File: src/pkg/timer_pwm_pkg.sv
// Constants and register map for the timer flag and PWM unit
package timer_pwm_pkg;
  localparam logic [7:0] ADDR_TIMER_CTRL  = 8'h00; // Edge/mode control
  localparam logic [7:0] ADDR_ACC_CTRL    = 8'h04; // Accumulator control and count
  localparam logic [7:0] ADDR_MASK        = 8'h08; // Interrupt masks and counter clock
  localparam logic [7:0] ADDR_FLAGS       = 8'h0c; // Flags, write one to clear
  localparam logic [7:0] ADDR_FORCE_PWM   = 8'h10;
  localparam logic [7:0] ADDR_DUTY        = 8'h14; // Duty a [15:8], duty b [7:0]
  localparam logic [7:0] ADDR_PWM_COUNT   = 8'h18;
  localparam logic [7:0] ADDR_DUTY_BUF    = 8'h1c;
  localparam logic [7:0] ADDR_PRESCALER   = 8'h20;
  localparam logic [7:0] ADDR_MAIN_COUNT  = 8'h24;
  localparam logic [7:0] ADDR_COMPARE0    = 8'h28; // Five compares, one word each
  localparam logic [15:0] COMPARE_RESET   = 16'hffff;
  localparam int FLAG_SHARED = 15;
  localparam int FLAG_CMP_LO = 11;
  localparam int FLAG_CAP_LO = 8;
  localparam int FLAG_TOF    = 7;
  localparam int FLAG_ACC_OV = 5;
  localparam int FLAG_ACC_IN = 4;
  localparam logic [15:0] FLAG_MASK = 16'hffb0;
  localparam int ACC_GATE_DIV = 512;
  localparam logic [1:0] RESP_OKAY   = 2'b00;
  localparam logic [1:0] RESP_SLVERR = 2'b10;
endpackage

File: src/pkg/pwm_channel_if.sv
// Interface between the timer core and one PWM channel
`timescale 1ns/1ps
interface pwm_channel_if;
  logic       tick;
  logic [15:0] count;
  logic       slow_fast;
  logic [7:0] duty;
  logic [7:0] duty_buf;
  logic       wave;
  modport core (output tick, output count, output slow_fast, output duty, input duty_buf, input wave);
  modport chan (input tick, input count, input slow_fast, input duty, output duty_buf, output wave);
endinterface

File: src/hw/pwm_channel.sv
// One PWM channel: duty buffer and waveform comparator
`timescale 1ns/1ps
module pwm_channel (
  input  wire logic  clock,
  input  wire logic  nrst,
  pwm_channel_if.chan ch
);
  typedef struct packed {
    logic [7:0] duty_buf;
    logic       wave;
  } chan_state_t;
  chan_state_t state;
  chan_state_t next_state;
  logic [7:0]  phase;
  logic        period_start;

  // Phase bits scaled to the period length
  assign phase        = ch.slow_fast ? ch.count[14:7] : ch.count[7:0];
  assign period_start = ch.slow_fast ? (ch.count[14:0] == 15'h0000) : (ch.count[7:0] == 8'h00);

  // Buffer load and compare
  always_comb begin
    next_state = state;
    if (ch.tick) begin
      if (period_start) begin
        next_state.duty_buf = ch.duty;
        next_state.wave     = 8'h00 < ch.duty;
      end else begin
        next_state.wave = phase < state.duty_buf;
      end
    end
  end

  always_ff @(posedge clock or negedge nrst) begin
    if (!nrst) begin
      state <= '0;
    end else begin
      state <= next_state;
    end
  end

  assign ch.duty_buf = state.duty_buf;
  assign ch.wave     = state.wave;

  zero_duty_low_a: assert property (@(posedge clock) disable iff (!nrst)
    state.duty_buf == 8'h00 |-> !state.wave) else $error("zero duty not low");
  buffer_hold_a: assert property (@(posedge clock) disable iff (!nrst)
    !(ch.tick && period_start) |=> state.duty_buf == $past(state.duty_buf))
    else $error("duty buffer changed mid period");
endmodule // pwm_channel

File: src/hw/timer_pwm_unit.sv
// Timer flags, compare force logic and two-channel PWM with AXI4-Lite registers
//
// Decided for this implementation: register access over AXI4-Lite and the placing of the registers.
`timescale 1ns/1ps
module timer_pwm_unit (
  input  wire logic        clock,
  input  wire logic        nrst,
  input  wire logic [7:0]  awaddr,
  input  wire logic        awvalid,
  output logic             awready,
  input  wire logic [31:0] wdata,
  input  wire logic [3:0]  wstrb,
  input  wire logic        wvalid,
  output logic             wready,
  output logic [1:0]       bresp,
  output logic             bvalid,
  input  wire logic        bready,
  input  wire logic [7:0]  araddr,
  input  wire logic        arvalid,
  output logic             arready,
  output logic [31:0]      rdata,
  output logic [1:0]       rresp,
  output logic             rvalid,
  input  wire logic        rready,
  input  wire logic [3:0]  capture_pins,
  input  wire logic        accumulator_input_pin,
  input  wire logic        ext_clock_pin,
  output logic [4:0]       compare_pins,
  output logic             channel_a_pwm_pin,
  output logic             channel_b_pwm_pin,
  output logic             timer_irq
);
  typedef struct packed {
    logic [15:0]  tctl;
    logic [15:0]  acc_ctl;
    logic [15:0]  mask;
    logic [15:0]  flags;
    logic [15:0]  pwm_control_register;
    logic [7:0]   duty_a;
    logic [7:0]   duty_b;
    logic [15:0]  main_cnt;
    logic [15:0]  pwm_cnt;
    logic [8:0]   presc;
    logic [9:0]   gate_cnt;
    logic [79:0]  compare;
    logic [4:0]   oc_out;
    logic [5:0]   pin_prev;
    logic         main_tick_q;
    logic         aw_done;
    logic         w_done;
    logic [7:0]   aw_addr;
    logic [31:0]  w_data;
    logic         bvalid;
    logic [1:0]   bresp;
    logic         rvalid;
    logic [31:0]  rdata;
    logic [1:0]   rresp;
  } core_state_t;
  core_state_t  state;
  core_state_t  next_state;
  logic [5:0]   sync1;
  logic [5:0]   sync2;
  logic [5:0]   pins;
  logic         ext_rise;
  logic         main_tick;
  logic         pwm_tick;
  logic         acc_edge;
  logic         acc_tick;
  logic [3:0]   cap_hit;
  logic [4:0]   cmp_hit;
  logic [15:0]  set_flags;
  logic         wr_go;
  logic [15:0]  irq_src;
  pwm_channel_if ch_a ();
  pwm_channel_if ch_b ();

  // Tap of the prescaler: index n gives divide by 2^(n+1)
  function automatic logic tap(input logic [8:0] p, input logic [8:0] q, input int n);
    tap = p[n] & ~q[n];
  endfunction

  // Edge detect against a two-bit edge control
  function automatic logic edge_hit(input logic [1:0] sel, input logic now, input logic prev);
    edge_hit = (sel[0] & now & ~prev) | (sel[1] & ~now & prev);
  endfunction

  // Compare pin action from a mode/level pair; channel 1 has no pair here
  function automatic logic oc_next(input logic [15:0] ctl, input int i, input logic cur);
    case ((i == 0) ? 2'b00 : ctl[6+2*i +: 2])
      2'b01:   oc_next = ~cur;
      2'b10:   oc_next = 1'b0;
      2'b11:   oc_next = 1'b1;
      default: oc_next = cur;
    endcase
  endfunction

  // Read value of one register word
  function automatic logic [31:0] read_word(input core_state_t s, input logic [7:0] a,
                                            input logic [7:0] ba, input logic [7:0] bb);
    read_word = 32'h0000_0000;
    case (a)
      timer_pwm_pkg::ADDR_TIMER_CTRL: read_word = {16'h0000, s.tctl};
      timer_pwm_pkg::ADDR_ACC_CTRL:   read_word = {16'h0000, s.acc_ctl};
      timer_pwm_pkg::ADDR_MASK:       read_word = {16'h0000, s.mask};
      timer_pwm_pkg::ADDR_FLAGS:      read_word = {16'h0000, s.flags};
      timer_pwm_pkg::ADDR_FORCE_PWM:  read_word = {16'h0000, 5'h00, s.pwm_control_register[10:0]};
      timer_pwm_pkg::ADDR_DUTY:       read_word = {16'h0000, s.duty_a, s.duty_b};
      timer_pwm_pkg::ADDR_PWM_COUNT:  read_word = {16'h0000, s.pwm_cnt};
      timer_pwm_pkg::ADDR_DUTY_BUF:   read_word = {16'h0000, ba, bb};
      timer_pwm_pkg::ADDR_PRESCALER:  read_word = {23'h000000, s.presc};
      timer_pwm_pkg::ADDR_MAIN_COUNT: read_word = {16'h0000, s.main_cnt};
      default: begin
        for (int i = 0; i < 5; i++) begin
          if (a == timer_pwm_pkg::ADDR_COMPARE0 + 8'(4 * i)) begin
            read_word = {16'h0000, s.compare[16*i +: 16]};
          end
        end
      end
    endcase
  endfunction

  function automatic logic mapped(input logic [7:0] a);
    mapped = (a[1:0] == 2'b00) && (a <= timer_pwm_pkg::ADDR_COMPARE0 + 8'h10);
  endfunction

  // Two-flop synchroniser for every pin input
  always_ff @(posedge clock or negedge nrst) begin
    if (!nrst) begin
      sync1 <= '0;
      sync2 <= '0;
    end else begin
      sync1 <= {ext_clock_pin, accumulator_input_pin, capture_pins};
      sync2 <= sync1;
    end
  end
  assign pins     = sync2;
  assign ext_rise = pins[5] & ~state.pin_prev[5];

  // Counter clocks from the shared prescaler
  always_comb begin
    logic [8:0] np;
    np       = state.presc + 9'h001;
    main_tick = (state.mask[2:0] == 3'b111) ? ext_rise : tap(np, state.presc, int'(state.mask[2:0]) + 1);
    pwm_tick  = (state.pwm_control_register[6:4] == 3'b111) ? ext_rise : tap(np, state.presc, int'(state.pwm_control_register[6:4]));
  end

  assign ch_a.tick      = pwm_tick;
  assign ch_b.tick      = pwm_tick;
  assign ch_a.count     = state.pwm_cnt;
  assign ch_b.count     = state.pwm_cnt;
  assign ch_a.slow_fast = state.pwm_control_register[3];
  assign ch_b.slow_fast = state.pwm_control_register[2];
  assign ch_a.duty      = state.duty_a;
  assign ch_b.duty      = state.duty_b;

  pwm_channel u_chan_a (.clock(clock), .nrst(nrst), .ch(ch_a));
  pwm_channel u_chan_b (.clock(clock), .nrst(nrst), .ch(ch_b));

  // Event detection
  always_comb begin
    for (int i = 0; i < 3; i++) begin
      cap_hit[i] = edge_hit(state.tctl[2*i +: 2], pins[i], state.pin_prev[i]);
    end
    cap_hit[3] = state.acc_ctl[10] & edge_hit(state.tctl[7:6], pins[3], state.pin_prev[3]);
    for (int i = 0; i < 5; i++) begin
      cmp_hit[i] = main_tick && (state.main_cnt == state.compare[16*i +: 16]);
    end
    cmp_hit[4] = cmp_hit[4] & ~state.acc_ctl[10];
    acc_edge = state.acc_ctl[12] ? (pins[4] & ~state.pin_prev[4]) : (~pins[4] & state.pin_prev[4]);
    acc_tick = state.acc_ctl[13] ? ((pins[4] != state.acc_ctl[12]) && (state.gate_cnt == 10'h1ff))
                                 : acc_edge;
  end

  // Flags to be set this cycle
  always_comb begin
    set_flags = 16'h0000;
    set_flags[timer_pwm_pkg::FLAG_SHARED] = cmp_hit[4] | cap_hit[3];
    set_flags[timer_pwm_pkg::FLAG_CMP_LO +: 4] = cmp_hit[3:0];
    set_flags[timer_pwm_pkg::FLAG_CAP_LO +: 3] = cap_hit[2:0];
    set_flags[timer_pwm_pkg::FLAG_TOF] = main_tick && state.main_cnt == 16'hffff;
    set_flags[timer_pwm_pkg::FLAG_ACC_OV] = state.acc_ctl[14] && acc_tick && state.acc_ctl[7:0] == 8'hff;
    set_flags[timer_pwm_pkg::FLAG_ACC_IN] = state.acc_ctl[14] && (state.acc_ctl[13]
      ? (state.pin_prev[4] != state.acc_ctl[12]) && (pins[4] == state.acc_ctl[12]) : acc_edge);
  end

  assign wr_go = state.aw_done && state.w_done && !state.bvalid;

  // Main next-state logic
  always_comb begin
    logic [15:0] wv;
    logic [7:0]  wa;
    logic [15:0] clr;
    wv  = state.w_data[15:0];
    wa  = state.aw_addr;
    clr = 16'h0000;
    next_state = state;
    next_state.pin_prev    = pins;
    next_state.presc       = state.presc + 9'h001;
    next_state.main_tick_q = state.main_tick_q ^ main_tick;
    next_state.gate_cnt    = (state.gate_cnt == 10'(timer_pwm_pkg::ACC_GATE_DIV - 1)) ? 10'h000 : state.gate_cnt + 10'h001;
    if (main_tick) begin
      next_state.main_cnt = state.main_cnt + 16'h0001;
    end
    if (pwm_tick) begin
      next_state.pwm_cnt = state.pwm_cnt + 16'h0001;
    end
    if (state.acc_ctl[14] && acc_tick) begin
      next_state.acc_ctl[7:0] = state.acc_ctl[7:0] + 8'h01;
    end
    for (int i = 0; i < 5; i++) begin
      next_state.oc_out[i] = cmp_hit[i] ? oc_next(state.tctl, i, state.oc_out[i]) : state.oc_out[i];
    end
    // AXI4-Lite write side
    if (awvalid && !state.aw_done) begin
      next_state.aw_done = 1'b1;
      next_state.aw_addr = awaddr;
    end
    if (wvalid && !state.w_done) begin
      next_state.w_done = 1'b1;
      next_state.w_data = wdata;
    end
    if (wr_go) begin
      next_state.aw_done = 1'b0;
      next_state.w_done  = 1'b0;
      next_state.bvalid  = 1'b1;
      next_state.bresp   = mapped(wa) ? timer_pwm_pkg::RESP_OKAY : timer_pwm_pkg::RESP_SLVERR;
      if (mapped(wa)) begin // Unmapped words are answered, never stored
        case (wa)
          timer_pwm_pkg::ADDR_TIMER_CTRL: next_state.tctl = wv;
          timer_pwm_pkg::ADDR_ACC_CTRL:   next_state.acc_ctl = {1'b0, wv[14:0]};
          timer_pwm_pkg::ADDR_MASK:       next_state.mask = wv;
          timer_pwm_pkg::ADDR_FLAGS:      clr = wv & timer_pwm_pkg::FLAG_MASK;
          timer_pwm_pkg::ADDR_FORCE_PWM: begin
            next_state.pwm_control_register = {5'h00, wv[10:0]};
            for (int i = 0; i < 5; i++) begin
              next_state.oc_out[i] = wv[11+i] ? oc_next(state.tctl, i, state.oc_out[i]) : next_state.oc_out[i];
            end
          end
          timer_pwm_pkg::ADDR_DUTY: begin
            next_state.duty_a = wv[15:8];
            next_state.duty_b = wv[7:0];
          end
          default: begin
            for (int i = 0; i < 5; i++) begin
              if (wa == timer_pwm_pkg::ADDR_COMPARE0 + 8'(4 * i)) begin
                next_state.compare[16*i +: 16] = wv;
              end
            end
          end
        endcase
      end
    end
    if (state.bvalid && bready) begin
      next_state.bvalid = 1'b0;
    end
    // Flags: set beats a clear in the same cycle
    next_state.flags = (state.flags & ~clr) | set_flags;
    // AXI4-Lite read side
    if (arvalid && !state.rvalid) begin
      next_state.rvalid = 1'b1;
      next_state.rdata  = read_word(state, araddr, ch_a.duty_buf, ch_b.duty_buf);
      next_state.rresp  = mapped(araddr) ? timer_pwm_pkg::RESP_OKAY : timer_pwm_pkg::RESP_SLVERR;
    end else if (state.rvalid && rready) begin
      next_state.rvalid = 1'b0;
    end
  end

  always_ff @(posedge clock or negedge nrst) begin
    if (!nrst) begin
      state         <= '0;
      state.compare <= {5{timer_pwm_pkg::COMPARE_RESET}};
    end else begin
      state <= next_state;
    end
  end

  // Bus handshakes
  assign awready = !state.aw_done;
  assign wready  = !state.w_done;
  assign bvalid  = state.bvalid;
  assign bresp   = state.bresp;
  assign arready = !state.rvalid;
  assign rvalid  = state.rvalid;
  assign rdata   = state.rdata;
  assign rresp   = state.rresp;

  // Pin drive
  assign compare_pins      = state.oc_out;
  assign channel_a_pwm_pin = state.pwm_control_register[9] ? state.pwm_control_register[1]
                           : state.pwm_control_register[7] ? state.main_tick_q : ch_a.wave;
  assign channel_b_pwm_pin = state.pwm_control_register[8] ? state.pwm_control_register[0] : ch_b.wave;
  assign irq_src   = {state.mask[15:8], state.mask[7], 1'b0, state.mask[5:4], 4'h0};
  assign timer_irq = |(state.flags & irq_src);

  tof_wrap_a: assert property (@(posedge clock) disable iff (!nrst)
    main_tick && state.main_cnt == 16'hffff |=> state.flags[timer_pwm_pkg::FLAG_TOF]
    && state.main_cnt == 16'h0000) else $error("overflow flag missed");
  force_a_pin_a: assert property (@(posedge clock) disable iff (!nrst)
    state.pwm_control_register[9] |-> channel_a_pwm_pin == state.pwm_control_register[1]) else $error("force a ignored");
  force_b_pin_a: assert property (@(posedge clock) disable iff (!nrst)
    state.pwm_control_register[8] |-> channel_b_pwm_pin == state.pwm_control_register[0]) else $error("force b ignored");
  clock_out_a: assert property (@(posedge clock) disable iff (!nrst)
    !state.pwm_control_register[9] && state.pwm_control_register[7] |-> channel_a_pwm_pin == state.main_tick_q)
    else $error("clock output missing");
  presc_read_a: assert property (@(posedge clock) disable iff (!nrst)
    arvalid && arready && araddr == timer_pwm_pkg::ADDR_PRESCALER |=> rdata[31:9] == 23'h000000)
    else $error("prescaler high bits set");
  cmp_flag_a: assert property (@(posedge clock) disable iff (!nrst)
    cmp_hit[0] |=> state.flags[timer_pwm_pkg::FLAG_CMP_LO]) else $error("compare flag missed");
  pwm_step_a: assert property (@(posedge clock) disable iff (!nrst)
    pwm_tick |=> state.pwm_cnt == $past(state.pwm_cnt) + 16'h0001) else $error("pwm counter stuck");
  irq_out_a: assert property (@(posedge clock) disable iff (!nrst)
    (state.flags[timer_pwm_pkg::FLAG_ACC_IN] && state.mask[4]) |-> timer_irq) else $error("irq missing");
endmodule // timer_pwm_unit

File: config.mk
export PLATFORM = sky130hd
export DESIGN_NAME = timer_pwm_unit
export DESIGN_NICKNAME = d
export VERILOG_FILES = /design/src/pkg/timer_pwm_pkg.sv /design/src/pkg/pwm_channel_if.sv /design/src/hw/pwm_channel.sv /design/src/hw/timer_pwm_unit.sv
export SDC_FILE = /design/constraint.sdc
export NUM_CORES = 1
export LEC_CHECK = 0
export BUFFER_PORTS_ARGS = -buffer_cell sky130_fd_sc_hd__buf_2
export CORE_UTILIZATION = 55
export DETAILED_ROUTE_END_ITERATION = 10
export GPL_TIMING_DRIVEN = 0
export PLACE_DENSITY = 0.84
export SETUP_SLACK_MARGIN = 0.3
export SLEW_MARGIN = 20
export SYNTH_ARGS = -nofsm -noshare
export SYNTH_HDL_FRONTEND = slang
export SYNTH_SLANG_ARGS = --single-unit
File: constraint.sdc
create_clock -name clock -period 2.7 [get_ports clock]
set_input_delay 0.27 -clock clock [delete_from_list [all_inputs] [get_ports clock]]
set_output_delay 0.27 -clock clock [all_outputs]
set_load 0.02 [all_outputs]
==> results by group <==
Route
  – DRT iter0 DRCs: ~1800
  – Final wirelength: 56480 um
  – DRT Pass-1 Iters: 6
  – Remaining antenna violation count: 0
  – Routed vias/inst: 6.501
  – Per-cell routed wire length: ~26 um
  – Vias: about 14000
  – Drc violations: 0

Die
  – Std cell rows: 62
  – Die Area: a little over 0.03 mm^2
  – Die height: 173.7 um
  – # IOs: ~110
  – DIE WIDTH: 173.7 um
  – Starting Density: 0.5620
  – Core area: ~0.029 mm^2

GRT
  – Congestion Overflow GR: 0
  – Initial antenna violation count: 0
  – Largest net degree at the start of global routing: 94
  – Vias in the first global route: approximately 14000
  – First-pass GRT wire length: around 84000 um
  – Overall routing resource usage: 0.3726

Critical path
  – Critical path type: reg -> reg
  – CP max FO: 7
  – Worst Setup End Kind: flop
  – Worst setup SP type: flop
  – FF-to-FF setup slack: -0.17 ns
  – Crit path max-delay family: simple AND/OR/NAND/NOR gates
  – CP peak stage delay: 0.51 ns
  – CP Buf/Inv Count: 2
  – CP arrival: 3.27 ns
  – Slowest cell on crit path: or4_1
  – Worst EP required: between 3 and 4 ns
  – Crit path cell chain: ha_4 -> ha_4 -> or4_1 -> or4_4 -> o21ai_4 -> buf_6 -> o21ai_4 -> a21oi_4 -> buf_12 -> nand4_1 -> xnor2_2

Layout
  – Layout cells sized above 1: 0.3486
  – Design Area, Final: ~0.020 mm^2
  – Layout Nets: 1808
  – Fin util: 0.6785
  – P&R area growth vs syn: 20.72%

Timing
  – Worst slew pin tran: 1.043 ns
  – Fin crit share: 1.064
  – Post-Route Setup TNS: -2.035 ns
  – Fin. Hold Viols: 0
  – Achievable Freq: 0.3481 GHz
  – Fin Hold WS: 0.1977 ns
  – RSZ-0062 raised after global routing: yes
  – Worst setup margin: -0.1726 ns
  – Post-layout min period: 2.873 ns
  – Pins over their slew limit: 0
  – Setup Skew: 0.01974 ns
  – Setup violators final: 22
  – Worst slew margin: 0.3045

Power
  – Worst IR Drop VDD: 0.6966 mV
  – PwrDens: ~950 mW/mm^2
  – Static Leak: 8.583 nW

Synth
  – Mapped Cells: 1518
  – Synth area leader: dfrtp_1
  – Most common library cells after synthesis: 223 x dfrtp_1, 190 x mux2_2, 138 x nand2_1, 93 x xnor2_1, 80 x dfstp_2
  – Async set-reset flop share out of synthesis: 1.000
  – Syn Area/Cell: 10.68 um^2
  – Synthesis Warnings: 0
  – Area of the mapped netlist: 0.01622 mm^2
  – Post-synthesis sequential area ratio: 0.4737
  – Count of flip-flops with a built-in enable after synthesis: 0
  – Top cell type's share of synthesized area: 0.3441
  – Seq cells post-synth: approximately 300
  – Leading cell type by number of instances after synthesis: dfrtp_1
  – Dominant cells by area after synthesis: dfrtp_1 34%, mux2_2 13%, dfstp_2 13%
  – Ys flop type: dfrtp_1
  – Synth cell types: 78

Clock network
  – TritonCTS Buffers: 34
  – CTS clk-pin slew, worst paths: 0.07 ns
  – Clock Sinks: 303
  – CTS tree: built
  – Number of H-tree levels: 2
  – Root buf cell: clkbuf_16
  – Max clock buf depth: 3
  – Worst skew pair latency: around 0.53 ns

Status
  – Outcome: finished with violations
  – Violated checks: setup timing

Placement
  – Input/output buffers: 73
  – Placed Area: 0.01728 mm^2
  – Place WS: -0.7770 ns
  – Hpwl dp: 38880 um
  – Gpl congestion: 1.025

Min path
  – Worst Hold Class: in -> reg

Flow run
  – Max-cap viol count: 0
==> registers in the layout, indices dropped and copies added (netlist names), 4 cells and up <==
name	cells
rdata	16
state	204
pins	6
sync1	6
u_chan_a.ch.duty_buf	8
irq_src	11
compare_pins	4
u_chan_b.ch.duty_buf	8
ch_a.count	16
ch_b.duty	8
ch_a.duty	8
==> cells by family (layout without fill, tap and decap cells) <==
family / count (synthesis) / count (layout) / share of synthesized area
xor+xnor: 131 / 131 / 0.07075
fa+ha+maj: 22 / 22 / 0.01697
simple gates: 396 / 396 / 0.1192
compound gates: 268 / 268 / 0.1114
flops: 303 / 303 / 0.4737
other cells: 1 / 20 / 0.0002312
mux: 221 / 221 / 0.1550
buf+inv: 176 / 387 / 0.05277
==> repair_timing <==
action,in CTS,in global routing
endpoints found under the setup margin,187,180
cloned,1,0
endpoints found under the hold margin,90,0
buffers inserted,22,15
resized for setup,77,59
hold buffers,35,0
pin swaps,18,10
==> worst paths after layout <==
path / cells after the start / end / start
max in group asynchronous: 4 / state[172] / nrst
setup / recovery: 11 / state[217] / state[272]
hold / removal: 4 / rdata[13] / araddr[6]
min in group asynchronous: 2 / rdata[8] / nrst
setup reg to reg: 11 / state[217] / state[272]
hold reg to reg: 0 / pins[2] / sync1[2]
==> through the flow <==
step	std cells	total power, mW
finish	2132	18.62
global route	2131	19.21
CTS	2116	18.06
detailed placement	1996	12.58
global placement	1993	12.32
floorplan	1536	10.36
==> layout by cell type, fill, tap and decap left out, types with 52 or more instances in the layout <==
cell	count
a21oi_1	59
buf_2	83
buf_4	75
dfrtp_1	220
dfstp_2	80
mux2_2	189
nand2_1	133
nor2_1	61
o21ai_0	52
xnor2_1	87
==> tightest hold or removal path, stage by stage <==
cell and delay (ns):
buf_2 0.14, nor3_2 0.11, o21ai_0 0.09, a31oi_1 0.07
==> final cells by class <==
type	count	area, um^2
clock inverter	15	153.9
fill	2086	9279
multi-input combinational	1057	8167
sequential	303	7686
buffer	138	794.5
inverter	38	142.6
timing repair buffer	149	1141
tap	384	480.5
antenna	1	2.502
clock buffer	47	1011
==> power by group <==
| group | internal [mW] | leakage, nW | total, mW | switching, mW |
|---|---|---|---|---|
| Clock | 2.83 | 0.581 | 4.79 | 1.96 |
| Sequential | 5.79 | 3.69 | 7.10 | 1.31 |
| Combinational | 2.87 | 4.32 | 6.73 | 3.86 |
==> layer usage <==
layer | share of wire | global-route usage | routed length, um
met3 | 0.12 | 0.09627 | 6830
met4 | 0.056 | 0.1981 | 3169
met1 | 0.38 | 0.4976 | 21640
met5 | 0 | 0 | 0
met2 | 0.44 | 0.5582 | 24840
(Power assumes the default switching activity.)
